$ cat config.mk
export PLATFORM = sky130hd
export DESIGN_NAME = lpm_power_manager
export DESIGN_NICKNAME = d
export VERILOG_FILES = /design/src/core/lpm_pkg.sv /design/src/core/lpm_power_manager.sv
export SDC_FILE = /design/constraint.sdc
export NUM_CORES = 1
export LEC_CHECK = 0
export BUFFER_PORTS_ARGS = -buffer_cell sky130_fd_sc_hd__buf_2
export CAP_MARGIN = 20
export CORE_UTILIZATION = 35
export DETAILED_ROUTE_END_ITERATION = 10
export PLACE_DENSITY_LB_ADDON = 0.25
export SYNTH_ARGS = -nofsm -noshare
export SYNTH_HDL_FRONTEND = slang
export SYNTH_SLANG_ARGS = --single-unit
$ cat constraint.sdc
create_clock -name clk -period 1.9 [get_ports clk]
set_input_delay 0.285 -clock clk [delete_from_list [all_inputs] [get_ports clk]]
set_output_delay 0.285 -clock clk [all_outputs]
set_load 0.1 [all_outputs]
$ cat src/core/lpm_pkg.sv
package lpm_pkg;
   // ****************************************
   // port addresses
   // ****************************************
   localparam logic [15:0] LPM_INDEX_PORT = 16'h0022;
   localparam logic [15:0] LPM_DATA_PORT = 16'h0023;
   localparam logic [15:0] LPM_ALT_INDEX_PORT = 16'ha4ea;
   localparam logic [15:0] LPM_ALT_DATA_PORT = 16'ha4eb;
   // ****************************************
   // register indices
   // ****************************************
   localparam logic [7:0] LPM_IDX_POWER = 8'h00;
   localparam logic [7:0] LPM_IDX_START = 8'h01;
   localparam logic [7:0] LPM_IDX_STATUS = 8'h01;
   localparam logic [7:0] LPM_IDX_DISP_CNT = 8'h02;
   localparam logic [7:0] LPM_IDX_STBY_CNT = 8'h03;
   // ****************************************
   // field positions and reset values
   // ****************************************
   localparam int LPM_START_DISP = 0;
   localparam int LPM_START_STBY = 1;
   localparam int LPM_START_HOLD_BLK = 3;
   localparam int LPM_EXEMPT_LO = 4;
   localparam int LPM_DISP_PWR = 2;
   localparam int LPM_DISK_PWR = 3;
   localparam logic [7:0] LPM_REG_RESET = 8'h00;
   // ****************************************
   // timing
   // ****************************************
   localparam int LPM_CLK_MHZ = 25;
   localparam int LPM_TB_DIV = 65536;
   localparam int LPM_OSC_HALF = 6;
   localparam int LPM_GOOD_US = 10;
   localparam int LPM_GOOD_CYC = LPM_GOOD_US * LPM_CLK_MHZ;
   localparam int LPM_WAKE_US = 100;
   localparam int LPM_WAKE_CYC = LPM_WAKE_US * LPM_CLK_MHZ;
   // ****************************************
   // pin synchroniser slots
   // ****************************************
   localparam int LPM_NPIN = 16;
   localparam int P_BASE = 0;
   localparam int P_TB = 1;
   localparam int P_OSC = 2;
   localparam int P_CPU_CLOCK = 3;
   localparam int P_ADS_B = 4;
   localparam int P_NMI = 5;
   localparam int P_SLOW_REFRESH_STRAP = 6;
   localparam int P_AC = 7;
   localparam int P_BATT_B = 8;
   localparam int P_DISP_ACC = 9;
   localparam int P_KBD_B = 10;
   localparam int P_WAKE = 11;
   localparam int P_HALT = 12;
   localparam int P_HOLDREQ = 13;
   localparam int P_HOLDACK = 14;
   localparam int P_CPURST = 15;
   typedef enum logic [2:0] {
      LPM_RUN = 3'b001,
      LPM_STBY = 3'b010,
      LPM_WAKE = 3'b100
   } lpm_state_t;
endpackage

$ cat src/core/lpm_power_manager.sv
// What this block does
// - index port then data port reach registers
// - base select low moves ports to alternates
// - display timeout count write, expiry cuts display
// - standby timeout count write sets shutoff delay
// - power control bits drive switch outputs directly
// - start bit 0 runs display countdown
// - start bit 1 runs standby countdown
// - start bit 3 blocks hold while halted
// - start bits 4-7 exempt outputs in standby
// - status bits 0-3: nmi, slow refresh, spare
// - status bits 4-7: ac, battery, display, disk
// - display pin high when display countdown expires
// - switch outputs low in standby, except those exempted by start bits 4-7
// - post-standby good pulse after standby
// - cpu reset suppressed in standby
// - wake failure flag when cpu stays asleep
// - slow refresh strap 1 slow, 0 regular
// - keyboard select latched in standby
// - halved system clock, phased by strobe
// - timer clock osc/12 plus buffered osc
// - hold grant when bus cycle granted
// - standby tick paces both countdowns
// - tick is timebase divided by 64k
// - wake interrupt ends sleep
module lpm_power_manager (
   input wire logic clk,
   input wire logic rst_b,
   input wire logic [15:0] periph_address_bus,
   input wire logic [7:0] periph_data_in,
   output logic [7:0] periph_data_out,
   output logic periph_data_oe,
   input wire logic io_read_strobe_b,
   input wire logic io_write_strobe_b,
   input wire logic port_base_select,
   input wire logic slow_timebase_in,
   input wire logic osc_reference_in,
   input wire logic cpu_clock,
   input wire logic address_strobe_in_b,
   input wire logic aux_nmi_in,
   input wire logic slow_refresh_strap,
   input wire logic ac_power_on_in,
   input wire logic battery_low_in_b,
   input wire logic display_access_sense,
   input wire logic keyboard_ctrl_select_in_b,
   input wire logic wake_interrupt_in,
   input wire logic cpu_halted_in,
   input wire logic hold_request_in,
   input wire logic cpu_hold_ack_in,
   input wire logic cpu_reset_in,
   output logic [7:0] power_switch_outputs,
   output logic display_power_pin,
   output logic post_standby_good_out,
   output logic cpu_reset_out,
   output logic wake_failure_flag,
   output logic keyboard_ctrl_select_out_b,
   output logic halved_system_clock,
   output logic timer_clock_out,
   output logic osc_reference_buffered,
   output logic hold_grant_out,
   output logic hold_request_out,
   output logic standby_tick_clock
);
   import lpm_pkg::*;

   // ****************************************
   // pin synchronisers
   // ****************************************
   logic [LPM_NPIN-1:0] pin_raw;
   logic [LPM_NPIN-1:0] pin_reg;
   logic [1:0] strobe_raw;
   logic [1:0] strobe_reg;
   logic [1:0] strobe_last_reg;

   assign pin_raw = {cpu_reset_in, cpu_hold_ack_in, hold_request_in,
      cpu_halted_in, wake_interrupt_in, keyboard_ctrl_select_in_b,
      display_access_sense, battery_low_in_b, ac_power_on_in,
      slow_refresh_strap, aux_nmi_in, address_strobe_in_b, cpu_clock,
      osc_reference_in, slow_timebase_in, port_base_select};
   assign strobe_raw = {io_write_strobe_b, io_read_strobe_b};

   genvar gi;
   generate
      for (gi = 0; gi < LPM_NPIN + 2; gi++) begin : g_sync
         localparam logic IDLE_LVL = (gi >= LPM_NPIN) || (gi == P_ADS_B) || (gi == P_KBD_B);
         logic s1_reg;
         logic s2_reg;
         logic s3_reg;
         logic f_reg;
         logic raw;
         if (gi < LPM_NPIN) begin : g_pin
            assign raw = pin_raw[gi];
            assign pin_reg[gi] = f_reg;
         end else begin : g_strb
            assign raw = strobe_raw[gi-LPM_NPIN];
            assign strobe_reg[gi-LPM_NPIN] = f_reg;
         end
         always_ff @(posedge clk or negedge rst_b) begin
            if (!rst_b) begin
               // whole chain starts at the pin's idle level, no false edge
               s1_reg <= IDLE_LVL;
               s2_reg <= IDLE_LVL;
               s3_reg <= IDLE_LVL;
               f_reg <= IDLE_LVL;
            end else begin
               s1_reg <= raw;
               s2_reg <= s1_reg;
               s3_reg <= s2_reg;
               if (s2_reg == s3_reg) begin
                  f_reg <= s3_reg;
               end
            end
         end
      end
   endgenerate

   // ****************************************
   // port decode
   // ****************************************
   logic [7:0] index_reg;
   logic [7:0] index_next;
   wire base_hi = pin_reg[P_BASE];
   wire [15:0] idx_port = base_hi ? LPM_INDEX_PORT : LPM_ALT_INDEX_PORT;
   wire [15:0] dat_port = base_hi ? LPM_DATA_PORT : LPM_ALT_DATA_PORT;
   wire wr_edge = strobe_last_reg[1] && !strobe_reg[1];
   wire hit_idx = periph_address_bus == idx_port;
   wire hit_dat = periph_address_bus == dat_port;
   wire wr_idx = wr_edge && hit_idx;
   wire wr_dat = wr_edge && hit_dat;
   wire wr_power = wr_dat && index_reg == LPM_IDX_POWER;
   wire wr_start = wr_dat && index_reg == LPM_IDX_START;
   wire wr_dcnt = wr_dat && index_reg == LPM_IDX_DISP_CNT;
   wire wr_scnt = wr_dat && index_reg == LPM_IDX_STBY_CNT;
   wire rd_status = !strobe_reg[0] && hit_dat && index_reg == LPM_IDX_STATUS;

   assign index_next = wr_idx ? periph_data_in : index_reg;

   // ****************************************
   // software registers
   // ****************************************
   logic [7:0] power_reg;
   logic [7:0] start_reg;
   logic [7:0] dtime_reg;
   logic [7:0] stime_reg;

   always_ff @(posedge clk or negedge rst_b) begin
      if (!rst_b) begin
         strobe_last_reg <= 2'b11;
         index_reg <= LPM_REG_RESET;
         power_reg <= LPM_REG_RESET;
         start_reg <= LPM_REG_RESET;
         dtime_reg <= LPM_REG_RESET;
         stime_reg <= LPM_REG_RESET;
      end else begin
         strobe_last_reg <= strobe_reg;
         index_reg <= index_next;
         if (wr_power) begin
            power_reg <= periph_data_in;
         end
         if (wr_start) begin
            start_reg <= periph_data_in;
         end
         if (wr_dcnt) begin
            dtime_reg <= periph_data_in;
         end
         if (wr_scnt) begin
            stime_reg <= periph_data_in;
         end
      end
   end

   // ****************************************
   // standby tick
   // ****************************************
   logic [15:0] tb_div_reg;
   logic tb_last_reg;
   wire tb_rise = pin_reg[P_TB] && !tb_last_reg;
   wire tick = tb_rise && tb_div_reg == 16'(LPM_TB_DIV - 1);

   always_ff @(posedge clk or negedge rst_b) begin
      if (!rst_b) begin
         tb_div_reg <= 16'h0000;
         tb_last_reg <= 1'b0;
         standby_tick_clock <= 1'b0;
      end else begin
         tb_last_reg <= pin_reg[P_TB];
         if (tb_rise) begin
            tb_div_reg <= tb_div_reg + 16'h0001;
         end
         standby_tick_clock <= tb_div_reg[15];
      end
   end

   // ****************************************
   // down counters
   // ****************************************
   logic [7:0] dcnt_reg;
   logic [7:0] scnt_reg;
   logic disp_off_reg;
   logic stby_exp;
   wire disp_run = start_reg[LPM_START_DISP];
   wire stby_run = start_reg[LPM_START_STBY];
   wire disp_load = (wr_start && periph_data_in[LPM_START_DISP])
      || pin_reg[P_DISP_ACC];
   wire stby_load = wr_start && periph_data_in[LPM_START_STBY];

   always_ff @(posedge clk or negedge rst_b) begin
      if (!rst_b) begin
         dcnt_reg <= LPM_REG_RESET;
         scnt_reg <= LPM_REG_RESET;
         disp_off_reg <= 1'b0;
         stby_exp <= 1'b0;
      end else begin
         if (disp_load) begin
            dcnt_reg <= dtime_reg;
         end else if (disp_run && tick && dcnt_reg != 8'h00) begin
            dcnt_reg <= dcnt_reg - 8'h01;
         end
         disp_off_reg <= disp_run && !disp_load && dcnt_reg == 8'h00;
         if (stby_load) begin
            scnt_reg <= stime_reg;
         end else if (stby_run && tick && scnt_reg != 8'h00) begin
            scnt_reg <= scnt_reg - 8'h01;
         end
         stby_exp <= stby_run && !stby_load && scnt_reg == 8'h00;
      end
   end

   // ****************************************
   // standby state machine
   // ****************************************
   lpm_state_t state_reg;
   lpm_state_t state_next;
   logic [15:0] timer_reg;
   logic [15:0] timer_next;
   logic good_reg;
   logic [15:0] good_cnt_reg;
   wire ads_seen = !pin_reg[P_ADS_B];

   always_comb begin
      state_next = state_reg;
      timer_next = timer_reg;
      case (state_reg)
         LPM_RUN: begin
            if (stby_exp) begin
               state_next = LPM_STBY;
            end
         end
         LPM_STBY: begin
            if (pin_reg[P_WAKE]) begin
               state_next = LPM_WAKE;
               timer_next = 16'h0000;
            end
         end
         LPM_WAKE: begin
            timer_next = timer_reg + 16'h0001;
            if (ads_seen || timer_reg == 16'(LPM_WAKE_CYC - 1)) begin
               state_next = LPM_RUN;
            end
         end
         default: begin
            state_next = LPM_RUN;
         end
      endcase
   end

   wire in_stby = state_reg == LPM_STBY;
   wire leave_stby = in_stby && (state_next != LPM_STBY || stop_stby);
   wire wake_fail = state_reg == LPM_WAKE && !ads_seen
      && timer_reg == 16'(LPM_WAKE_CYC - 1);
   wire stop_stby = wr_start && !periph_data_in[LPM_START_STBY];

   always_ff @(posedge clk or negedge rst_b) begin
      if (!rst_b) begin
         state_reg <= LPM_RUN;
         timer_reg <= 16'h0000;
         good_cnt_reg <= 16'h0000;
         good_reg <= 1'b0;
         wake_failure_flag <= 1'b0;
         post_standby_good_out <= 1'b0;
      end else begin
         state_reg <= stop_stby ? LPM_RUN : state_next;
         timer_reg <= timer_next;
         // own counter, so an early strobe cannot stretch the pulse
         if (leave_stby) begin
            good_cnt_reg <= 16'h0000;
            good_reg <= 1'b1;
         end else if (good_reg) begin
            good_cnt_reg <= good_cnt_reg + 16'h0001;
            if (good_cnt_reg == 16'(LPM_GOOD_CYC - 1)) begin
               good_reg <= 1'b0;
            end
         end
         post_standby_good_out <= good_reg;
         if (wake_fail) begin
            wake_failure_flag <= 1'b1;
         end
      end
   end

   // ****************************************
   // power switch outputs
   // ****************************************
   logic [7:0] pwr_next;
   generate
      for (gi = 0; gi < 8; gi++) begin : g_pwr
         wire exempt = gi >= LPM_EXEMPT_LO && start_reg[gi];
         wire disp_cut = gi == LPM_DISP_PWR && disp_off_reg;
         assign pwr_next[gi] = power_reg[gi] && !disp_cut
            && !(in_stby && !exempt);
      end
   endgenerate

   // ****************************************
   // clock generation
   // ****************************************
   logic osc_last_reg;
   logic [2:0] osc_cnt_reg;
   logic cpu_last_reg;
   logic ads_last_reg;
   wire osc_rise = pin_reg[P_OSC] && !osc_last_reg;
   wire cpu_rise = pin_reg[P_CPU_CLOCK] && !cpu_last_reg;
   wire ads_fall = ads_last_reg && !pin_reg[P_ADS_B];
   wire osc_wrap = osc_cnt_reg == 3'(LPM_OSC_HALF - 1);

   always_ff @(posedge clk or negedge rst_b) begin
      if (!rst_b) begin
         osc_last_reg <= 1'b0;
         osc_cnt_reg <= 3'h0;
         cpu_last_reg <= 1'b0;
         ads_last_reg <= 1'b1;
         timer_clock_out <= 1'b0;
         osc_reference_buffered <= 1'b0;
         halved_system_clock <= 1'b0;
      end else begin
         osc_last_reg <= pin_reg[P_OSC];
         cpu_last_reg <= pin_reg[P_CPU_CLOCK];
         ads_last_reg <= pin_reg[P_ADS_B];
         osc_reference_buffered <= pin_reg[P_OSC];
         if (osc_rise) begin
            osc_cnt_reg <= osc_wrap ? 3'h0 : osc_cnt_reg + 3'h1;
            if (osc_wrap) begin
               timer_clock_out <= !timer_clock_out;
            end
         end
         if (ads_fall) begin
            halved_system_clock <= 1'b0;
         end else if (cpu_rise) begin
            halved_system_clock <= !halved_system_clock;
         end
      end
   end

   // ****************************************
   // outputs and readback
   // ****************************************
   wire [7:0] status = {power_switch_outputs[LPM_DISK_PWR],
      power_switch_outputs[LPM_DISP_PWR], pin_reg[P_BATT_B],
      pin_reg[P_AC], 2'b00, pin_reg[P_SLOW_REFRESH_STRAP], pin_reg[P_NMI]};
   wire hold_blk = start_reg[LPM_START_HOLD_BLK] && pin_reg[P_HALT];

   always_ff @(posedge clk or negedge rst_b) begin
      if (!rst_b) begin
         power_switch_outputs <= 8'h00;
         display_power_pin <= 1'b0;
         cpu_reset_out <= 1'b0;
         keyboard_ctrl_select_out_b <= 1'b1;
         hold_grant_out <= 1'b0;
         hold_request_out <= 1'b0;
         periph_data_out <= 8'h00;
         periph_data_oe <= 1'b0;
      end else begin
         power_switch_outputs <= pwr_next;
         display_power_pin <= disp_off_reg;
         cpu_reset_out <= pin_reg[P_CPURST] && !in_stby;
         if (!in_stby) begin
            keyboard_ctrl_select_out_b <= pin_reg[P_KBD_B];
         end
         hold_grant_out <= pin_reg[P_HOLDACK];
         hold_request_out <= pin_reg[P_HOLDREQ] && !hold_blk;
         periph_data_out <= rd_status ? status : 8'h00;
         periph_data_oe <= rd_status;
      end
   end
endmodule // lpm_power_manager

==> impl_metrics.py, run 1 <==
metrics = {
    "run_status": {
        "status": "complete, but fails checks",
        "violations": "setup timing",
    },
    "setup_path": {
        "regToRegSetupSlack_ps": -140,
        "critical_path.max_fanout": 5,
        "startpoint_type": "register",
        "cp-end-kind": "register",
        "cp.required_ps": 2300,
        "arrival_ps": 2440,
        "worstSetupPathType": "register to register",
    },
    "sta": {
        "min_period_ps": 2040,
        "clock_skew_ps": 7.98,
        "clock.fmax_mhz": 490,
        "setup_viol": 27,
        "finalSetupTns_ps": -1600,
        "rsz0062_at_grt": "true",
        "drv_slew": 0,
        "fin_ws_ps": -142,
        "whs_ps": 110,
        "period_share_pct": 107,
        "tightest_slew_ps": 537,
        "relSlewSlack_pct": 64.2,
        "hold_viol": 0,
    },
    "floorplan": {
        "die_w_um": 158,
        "start_util_pct": 35.9,
        "rows": 56,
        "die_y_um": 158,
        "core-area_um2": 23600,
        "design.portCount": 72,
        "die-area_um2": 24800,
    },
    "final_layout": {
        "diodes": 0,
        "multi_input_area_um2": 3290,
        "final_cells": 1145,
        "nets": 858,
        "syn_to_final_growth_pct": 32.5,
        "seqCellArea_um2": 5380,
        "fillCellCount": 2124,
        "drive_gt1_share_pct": 37.5,
    },
    "hold_path": {
        "hp-class": "input port to register",
    },
    "clock_network": {
        "clk_latency_ps": 510,
        "htreeDepth": 1,
        "clockRootBuffer": "clkbuf_16",
        "cts.clk_slew.worst_paths_ps": 60,
        "clock-sinks": 214,
        "tritoncts": "done",
        "cts_buffer_depth": 3,
        "numCtsBuffers": 24,
    },
    "routing": {
        "routed-wl-met2_um": 8090,
        "drtIter0Drc": 191,
        "viasPerCell": 4.75,
        "wirelength_met1_um": 7950,
        "wl_um": 17000,
        "avgRoutedWirePerCell_um": 14.9,
        "drt-pass1-iter-count": 4,
        "antenna_left": 0,
        "vias": 5441,
        "top_layer": "met4",
        "drc": 0,
        "route.met3.wl_um": 566,
    },
    "synthesis": {
        "yosys.area.top_type": "dfrtp_1",
        "synth-xor-area-share_pct": 4.97,
        "synth_edf_count": 0,
        "synth_top_family_by_area": "simple AND/OR/NAND/NOR gates",
        "synthSimpleGateAreaFrac_pct": 15.1,
        "yosysWarnings": 0,
        "ys_seq_area_share_pct": 63.5,
        "synth_compound_area_share_pct": 3.93,
        "yosys-mux-area-fraction_pct": 8.02,
        "syn_area_um2": 8470,
        "yosys_register_bits": 214,
        "synth_area_leaders": "dfrtp_1, mux2_2, dfstp_2",
        "synth-adder-area-share_pct": 3.01,
        "synthCells": 633,
        "synth_cell_types": 65,
        "synth_flop_cell": "dfrtp_1",
        "async_reset_ff_share_pct": 100,
        "synth_top_area_share_pct": 57.3,
        "synth.avg_cell_area_um2": 13.4,
    },
    "pwr": {
        "p_leak_uw": 0.00526,
        "powerDensity_nw_per_um2": 963,
        "ir_worst_vdd_mv": 0.609,
        "total_power_uw": 10800,
    },
    "placed_design": {
        "dp_cells": 1066,
        "post-dp-hpwl_um": 11600,
        "portBuffers": 69,
        "gp_congestion": 0.807,
    },
    "global_routing": {
        "antenna_found_initial": 0,
        "gr-total-overflow": 0,
        "grt.total_usage_pct": 14.5,
        "grt_pass1_vias": 5772,
        "grt_max_degree": 66,
        "grt_pass1_wl_um": 28600,
    },
    "run": {
        "drv_cap": 0,
    },
}
==> repair_timing <==
item,4_1_cts,5_1_grt
hold endpoints to repair,76,0
resized for setup,32,32
setup endpoints to repair,38,83
setup buffers,9,5
cloned,2,0
pin swaps,18,13
hold buffers,19,0
==> cell usage after synthesis (3+ instances only) <==
master	number
mux2_2	55
nor3_1	36
dfrtp_1	194
xnor2_1	20
nand2_1	36
buf_4	3
inv_1	11
nand2b_1	5
dfstp_2	20
or3_1	9
a21oi_1	4
maj3_1	18
and4_1	3
ha_1	6
nor2b_1	9
xor2_1	28
nand3_1	26
and2_1	9
o21ai_0	19
nor2_1	22
nand4_1	13
clkbuf_1	8
nor4_4	3
mux2i_1	6
and3_1	8
nor3b_1	4
nor4_1	8
o21a_1	5
==> logic make-up after synthesis <==
| family | after synthesis |
|---|---|
| simple gates | 214 |
| xor+xnor | 48 |
| flops | 214 |
| other cells | 1 |
| compound gates | 46 |
| buf+inv | 25 |
| mux | 61 |
| fa+ha+maj | 24 |
==> metrics by stage <==
| stage | instance area [um^2] | setup slack [ps] | util [%] |
|---|---|---|---|
| finish | 11200 | -142 | 47.5 |
| floorplan | 8500 | -24.6 | - |
| global route | 11200 | -173 | 47.5 |
| detailed placement | 9720 | -165 | 41.2 |
| global placement | 9720 | -130 | 41.2 |
| CTS | 11000 | -129 | 46.7 |
==> critical path, cell delays in order, from the launching register on <==
cell	delay [ps]
dfrtp_1	390
inv_2	80
ha_4	130
or3b_4	400
o311ai_4	280
buf_6	180
nor3_1	60
xor2_1	150
mux2_2	260
==> layer usage <==
| layer | up-vias | GRT usage (%) |
|---|---|---|
| met3 | 27 | 2.31 |
| met4 | 0 | 4.67 |
| met5 | - | 0 |
| met1 | 2721 | 19.5 |
| li1 | 2599 | - |
| met2 | 94 | 23.8 |
==> power by group <==
group | total [uW] | internal [uW] | leakage (uW) | switching (uW)
Clock | 4990 | 3180 | 0.000425 | 1820
Sequential | 4950 | 4810 | 0.00268 | 142
Combinational | 870 | 320 | 0.00216 | 550
Total | 10800 | 8300 | 0.00526 | 2510
==> layout make-up <==
class	instances	share of cell area, %
Timing Repair Buffer	160	10.9
Tap cell	319	3.56
Clock inverter	13	1.62
Sequential cell	214	48.0
Inverter	11	0.368
Clock buffer	31	6.31
Multi-Input combinational cell	397	29.3
==> path summary, 6_finish.rpt <==
check / startpoint / end / cells after the start
setup reg to reg: scnt_reg[1] / scnt_reg[3] / 8
hold / removal: periph_data_in[5] / stime_reg[5] / 2
hold reg to reg: g_sync[1].s1_reg / g_sync[1].s2_reg / 0
setup / recovery: scnt_reg[1] / scnt_reg[3] / 8
max in group asynchronous: rst_b / keyboard_ctrl_select_out_b / 3
min in group asynchronous: rst_b / g_sync[1].s1_reg / 2
==> cell usage in the layout, fill, tap and decap left out, drive strengths merged, types with 18 or more instances in the layout <==
master,count
dfrtp,194
buf,141
mux2,55
nor3,37
nand2,36
clkbuf,31
nand3,29
xor2,28
nor2,23
xnor2,20
dfstp,20
dlygate4sd3,19
o21ai,19
maj3,18
No activity file was read; power rests on OpenSTA's default activity.
==> run 2: changes to the inputs <==
Settings changed: CELL_PAD_IN_SITES_DETAIL_PLACEMENT set to 0, CELL_PAD_IN_SITES_GLOBAL_PLACEMENT set to 1.
==> run 2 against run 1 <==
Effect of this change: the flow still finishes with violations (setup timing); clock skew grew 1.2 ps; sequential power about the same; count of clock-buffer cells in the layout rose by 3; first-iteration DRC count up 50%; sequential cell count unchanged; combinational power grew 3.6%; wire length increased by 2.4%; utilization fell by 0.35 points; die area is the same; non-clock buffer count up 1; cell count hardly changed; fmax up 2.2%.
==> impl_metrics.py, run 2 (same netlist as run 1, synthesis figures left out) <==
metrics = {
    "hold_path": {
        "hp-class": "input port to register",
        "worstHoldStart": "periph_data_in[4]",
        "hold_path_end": "stime_reg[4]",
        "whs_path_depth": 2,
    },
    "global_routing": {
        "grt_max_degree": 49,
        "grt.total_usage_pct": 14.5,
        "grt_pass1_wl_um": 28800,
        "grt_pass1_vias": 5707,
        "gr-total-overflow": 0,
        "antenna_found_initial": 0,
    },
    "setup_path": {
        "startpoint_type": "register",
        "arrival_ps": 2390,
        "cp.required_ps": 2300,
        "reg2reg_to": "scnt_reg[4]",
        "regToRegSetupSlack_ps": -100,
        "critical_path.max_fanout": 7,
        "worstSetupPathType": "register to register",
        "r2r_cells": 8,
        "cp-end-kind": "register",
        "reg2reg_from": "scnt_reg[0]",
    },
    "floorplan": {
        "design.portCount": 72,
        "die-area_um2": 24800,
        "die_y_um": 158,
        "core-area_um2": 23600,
        "die_w_um": 158,
        "start_util_pct": 35.9,
        "rows": 56,
    },
    "sta": {
        "min_period_ps": 2000,
        "fin_ws_ps": -97.4,
        "hold_viol": 0,
        "period_share_pct": 105,
        "clock.fmax_mhz": 501,
        "relSlewSlack_pct": 66.2,
        "drv_slew": 0,
        "whs_ps": 115,
        "rsz0062_at_grt": "true",
        "setup_viol": 25,
        "tightest_slew_ps": 511,
        "clock_skew_ps": 9.17,
    },
    "clock_network": {
        "clock-sinks": 214,
        "tritoncts": "done",
        "clockRootBuffer": "clkbuf_16",
        "clk_latency_ps": 510,
        "cts_buffer_depth": 3,
        "cts.clk_slew.worst_paths_ps": 60,
        "htreeDepth": 1,
        "numCtsBuffers": 24,
    },
    "routing": {
        "vias": 5460,
        "drc": 0,
        "antenna_left": 0,
        "drt-pass1-iter-count": 5,
        "viasPerCell": 4.76,
        "drtIter0Drc": 286,
        "wl_um": 17400,
        "avgRoutedWirePerCell_um": 15.2,
    },
    "placed_design": {
        "gp_congestion": 0.756,
        "post-dp-hpwl_um": 11400,
        "portBuffers": 69,
    },
    "pwr": {
        "p_sw_uw": 2520,
        "ir_worst_vdd_mv": 0.550,
        "p_sw_share_pct": 24.4,
        "power.share.clock_pct": 43.6,
        "p_int_uw": 7840,
        "comb_power_share_pct": 8.7,
        "powerDensity_nw_per_um2": 930,
        "p_leak_uw": 0.00523,
        "p_seq_share_pct": 47.7,
    },
    "final_layout": {
        "seqCellArea_um2": 5380,
        "multi_input_area_um2": 3330,
        "diodes": 0,
        "drive_gt1_share_pct": 37.1,
        "post-route-util_pct": 47.2,
        "nets": 859,
        "final_common_cell": "dfrtp_1",
        "syn_to_final_growth_pct": 31.5,
        "final_cell_mix": "dfrtp_1, buf_2, buf_4, nand2_1, mux2_2",
        "fillCellCount": 2119,
    },
    "run_status": {
        "violations": "setup timing",
        "status": "complete, but fails checks",
    },
    "run": {
        "drv_cap": 0,
    },
}
## run 2: cell types whose count changed in the layout (fill, tap and decap cells not counted), moves of 2 or more
cell,before,now
mux2_2,39,35
mux2_4,16,20
nor4_2,1,3
nand2_1,34,36
clkinv_2,3,7
nor4_1,6,4
nand2_2,2,0
clkbuf_8,6,4
clkbuf_1,0,5
bufinv_16,4,1
buf_6,10,8
buf_4,54,58
clkinvlp_4,5,2
## run 2: power groups by stage
stage / combinational [uW] / sequential (uW) / clock, uW
floorplan: 256 / 5230 / 0
global placement: 819 / 5010 / 0
detailed placement: 844 / 5020 / 0
CTS: 905 / 4940 / 4680
global route: 980 / 4970 / 4890
finish: 901 / 4940 / 4520
## run 2: worst max-delay path, cell delays in order (launching register included)
cell and delay [ps]:
dfrtp_1 370, inv_1 60, ha_2 170, or3b_4 420, o311ai_4 230, buf_6 160
nor3_1 60, xor2_1 150, mux2_4 260
## run 2: final cells by class
class | count | share of cell area (%)
clock buffer | 34 | 6.28
clock inverter | 10 | 0.719
inverter | 11 | 0.371
multi-input combinational | 397 | 29.9
sequential | 214 | 48.3
tap | 319 | 3.58
timing repair buffer | 161 | 10.9
## run 2: worst max path at each step
stage	start	endpoint	slack (ps)
global route	scnt_reg[1]	scnt_reg[4]	-170
finish	scnt_reg[0]	scnt_reg[4]	-100
floorplan	scnt_reg[0]	scnt_reg[3]	-20
global placement	scnt_reg[0]	scnt_reg[7]	-130
detailed placement	scnt_reg[0]	scnt_reg[4]	-150
CTS	scnt_reg[0]	scnt_reg[4]	-140
## run 2: what timing repair did
action / in CTS / in global routing
resized for setup: 28 / 40
hold buffers: 19 / 0
endpoints found under the hold margin: 60 / 0
pin swaps: 11 / 16
endpoints found under the setup margin: 49 / 82
cloned: 2 / 0
setup buffers: 9 / 7
## run 2: layer usage
metal | vias to the layer above | share of wire [%] | GRT usage [%]
met5 | - | 0 | 0
met4 | 0 | 1.9 | 4.44
li1 | 2591 | - | -
met3 | 31 | 3.7 | 2.26
met2 | 92 | 46 | 22.8
met1 | 2746 | 49 | 20.6
## run 2: metrics by stage
stage	cell area, um^2	cells	power (uW)	worst slack [ps]	TNS, ps
after floorplan	8500	634	5490	-24.6	-102
after global placement	9680	1065	5830	-129	-4220
after detailed placement	9680	1065	5870	-153	-5760
after CTS	10900	1139	10500	-142	-1810
after global routing	11100	1146	10800	-174	-6240
final	11100	1146	10400	-97.4	-1520
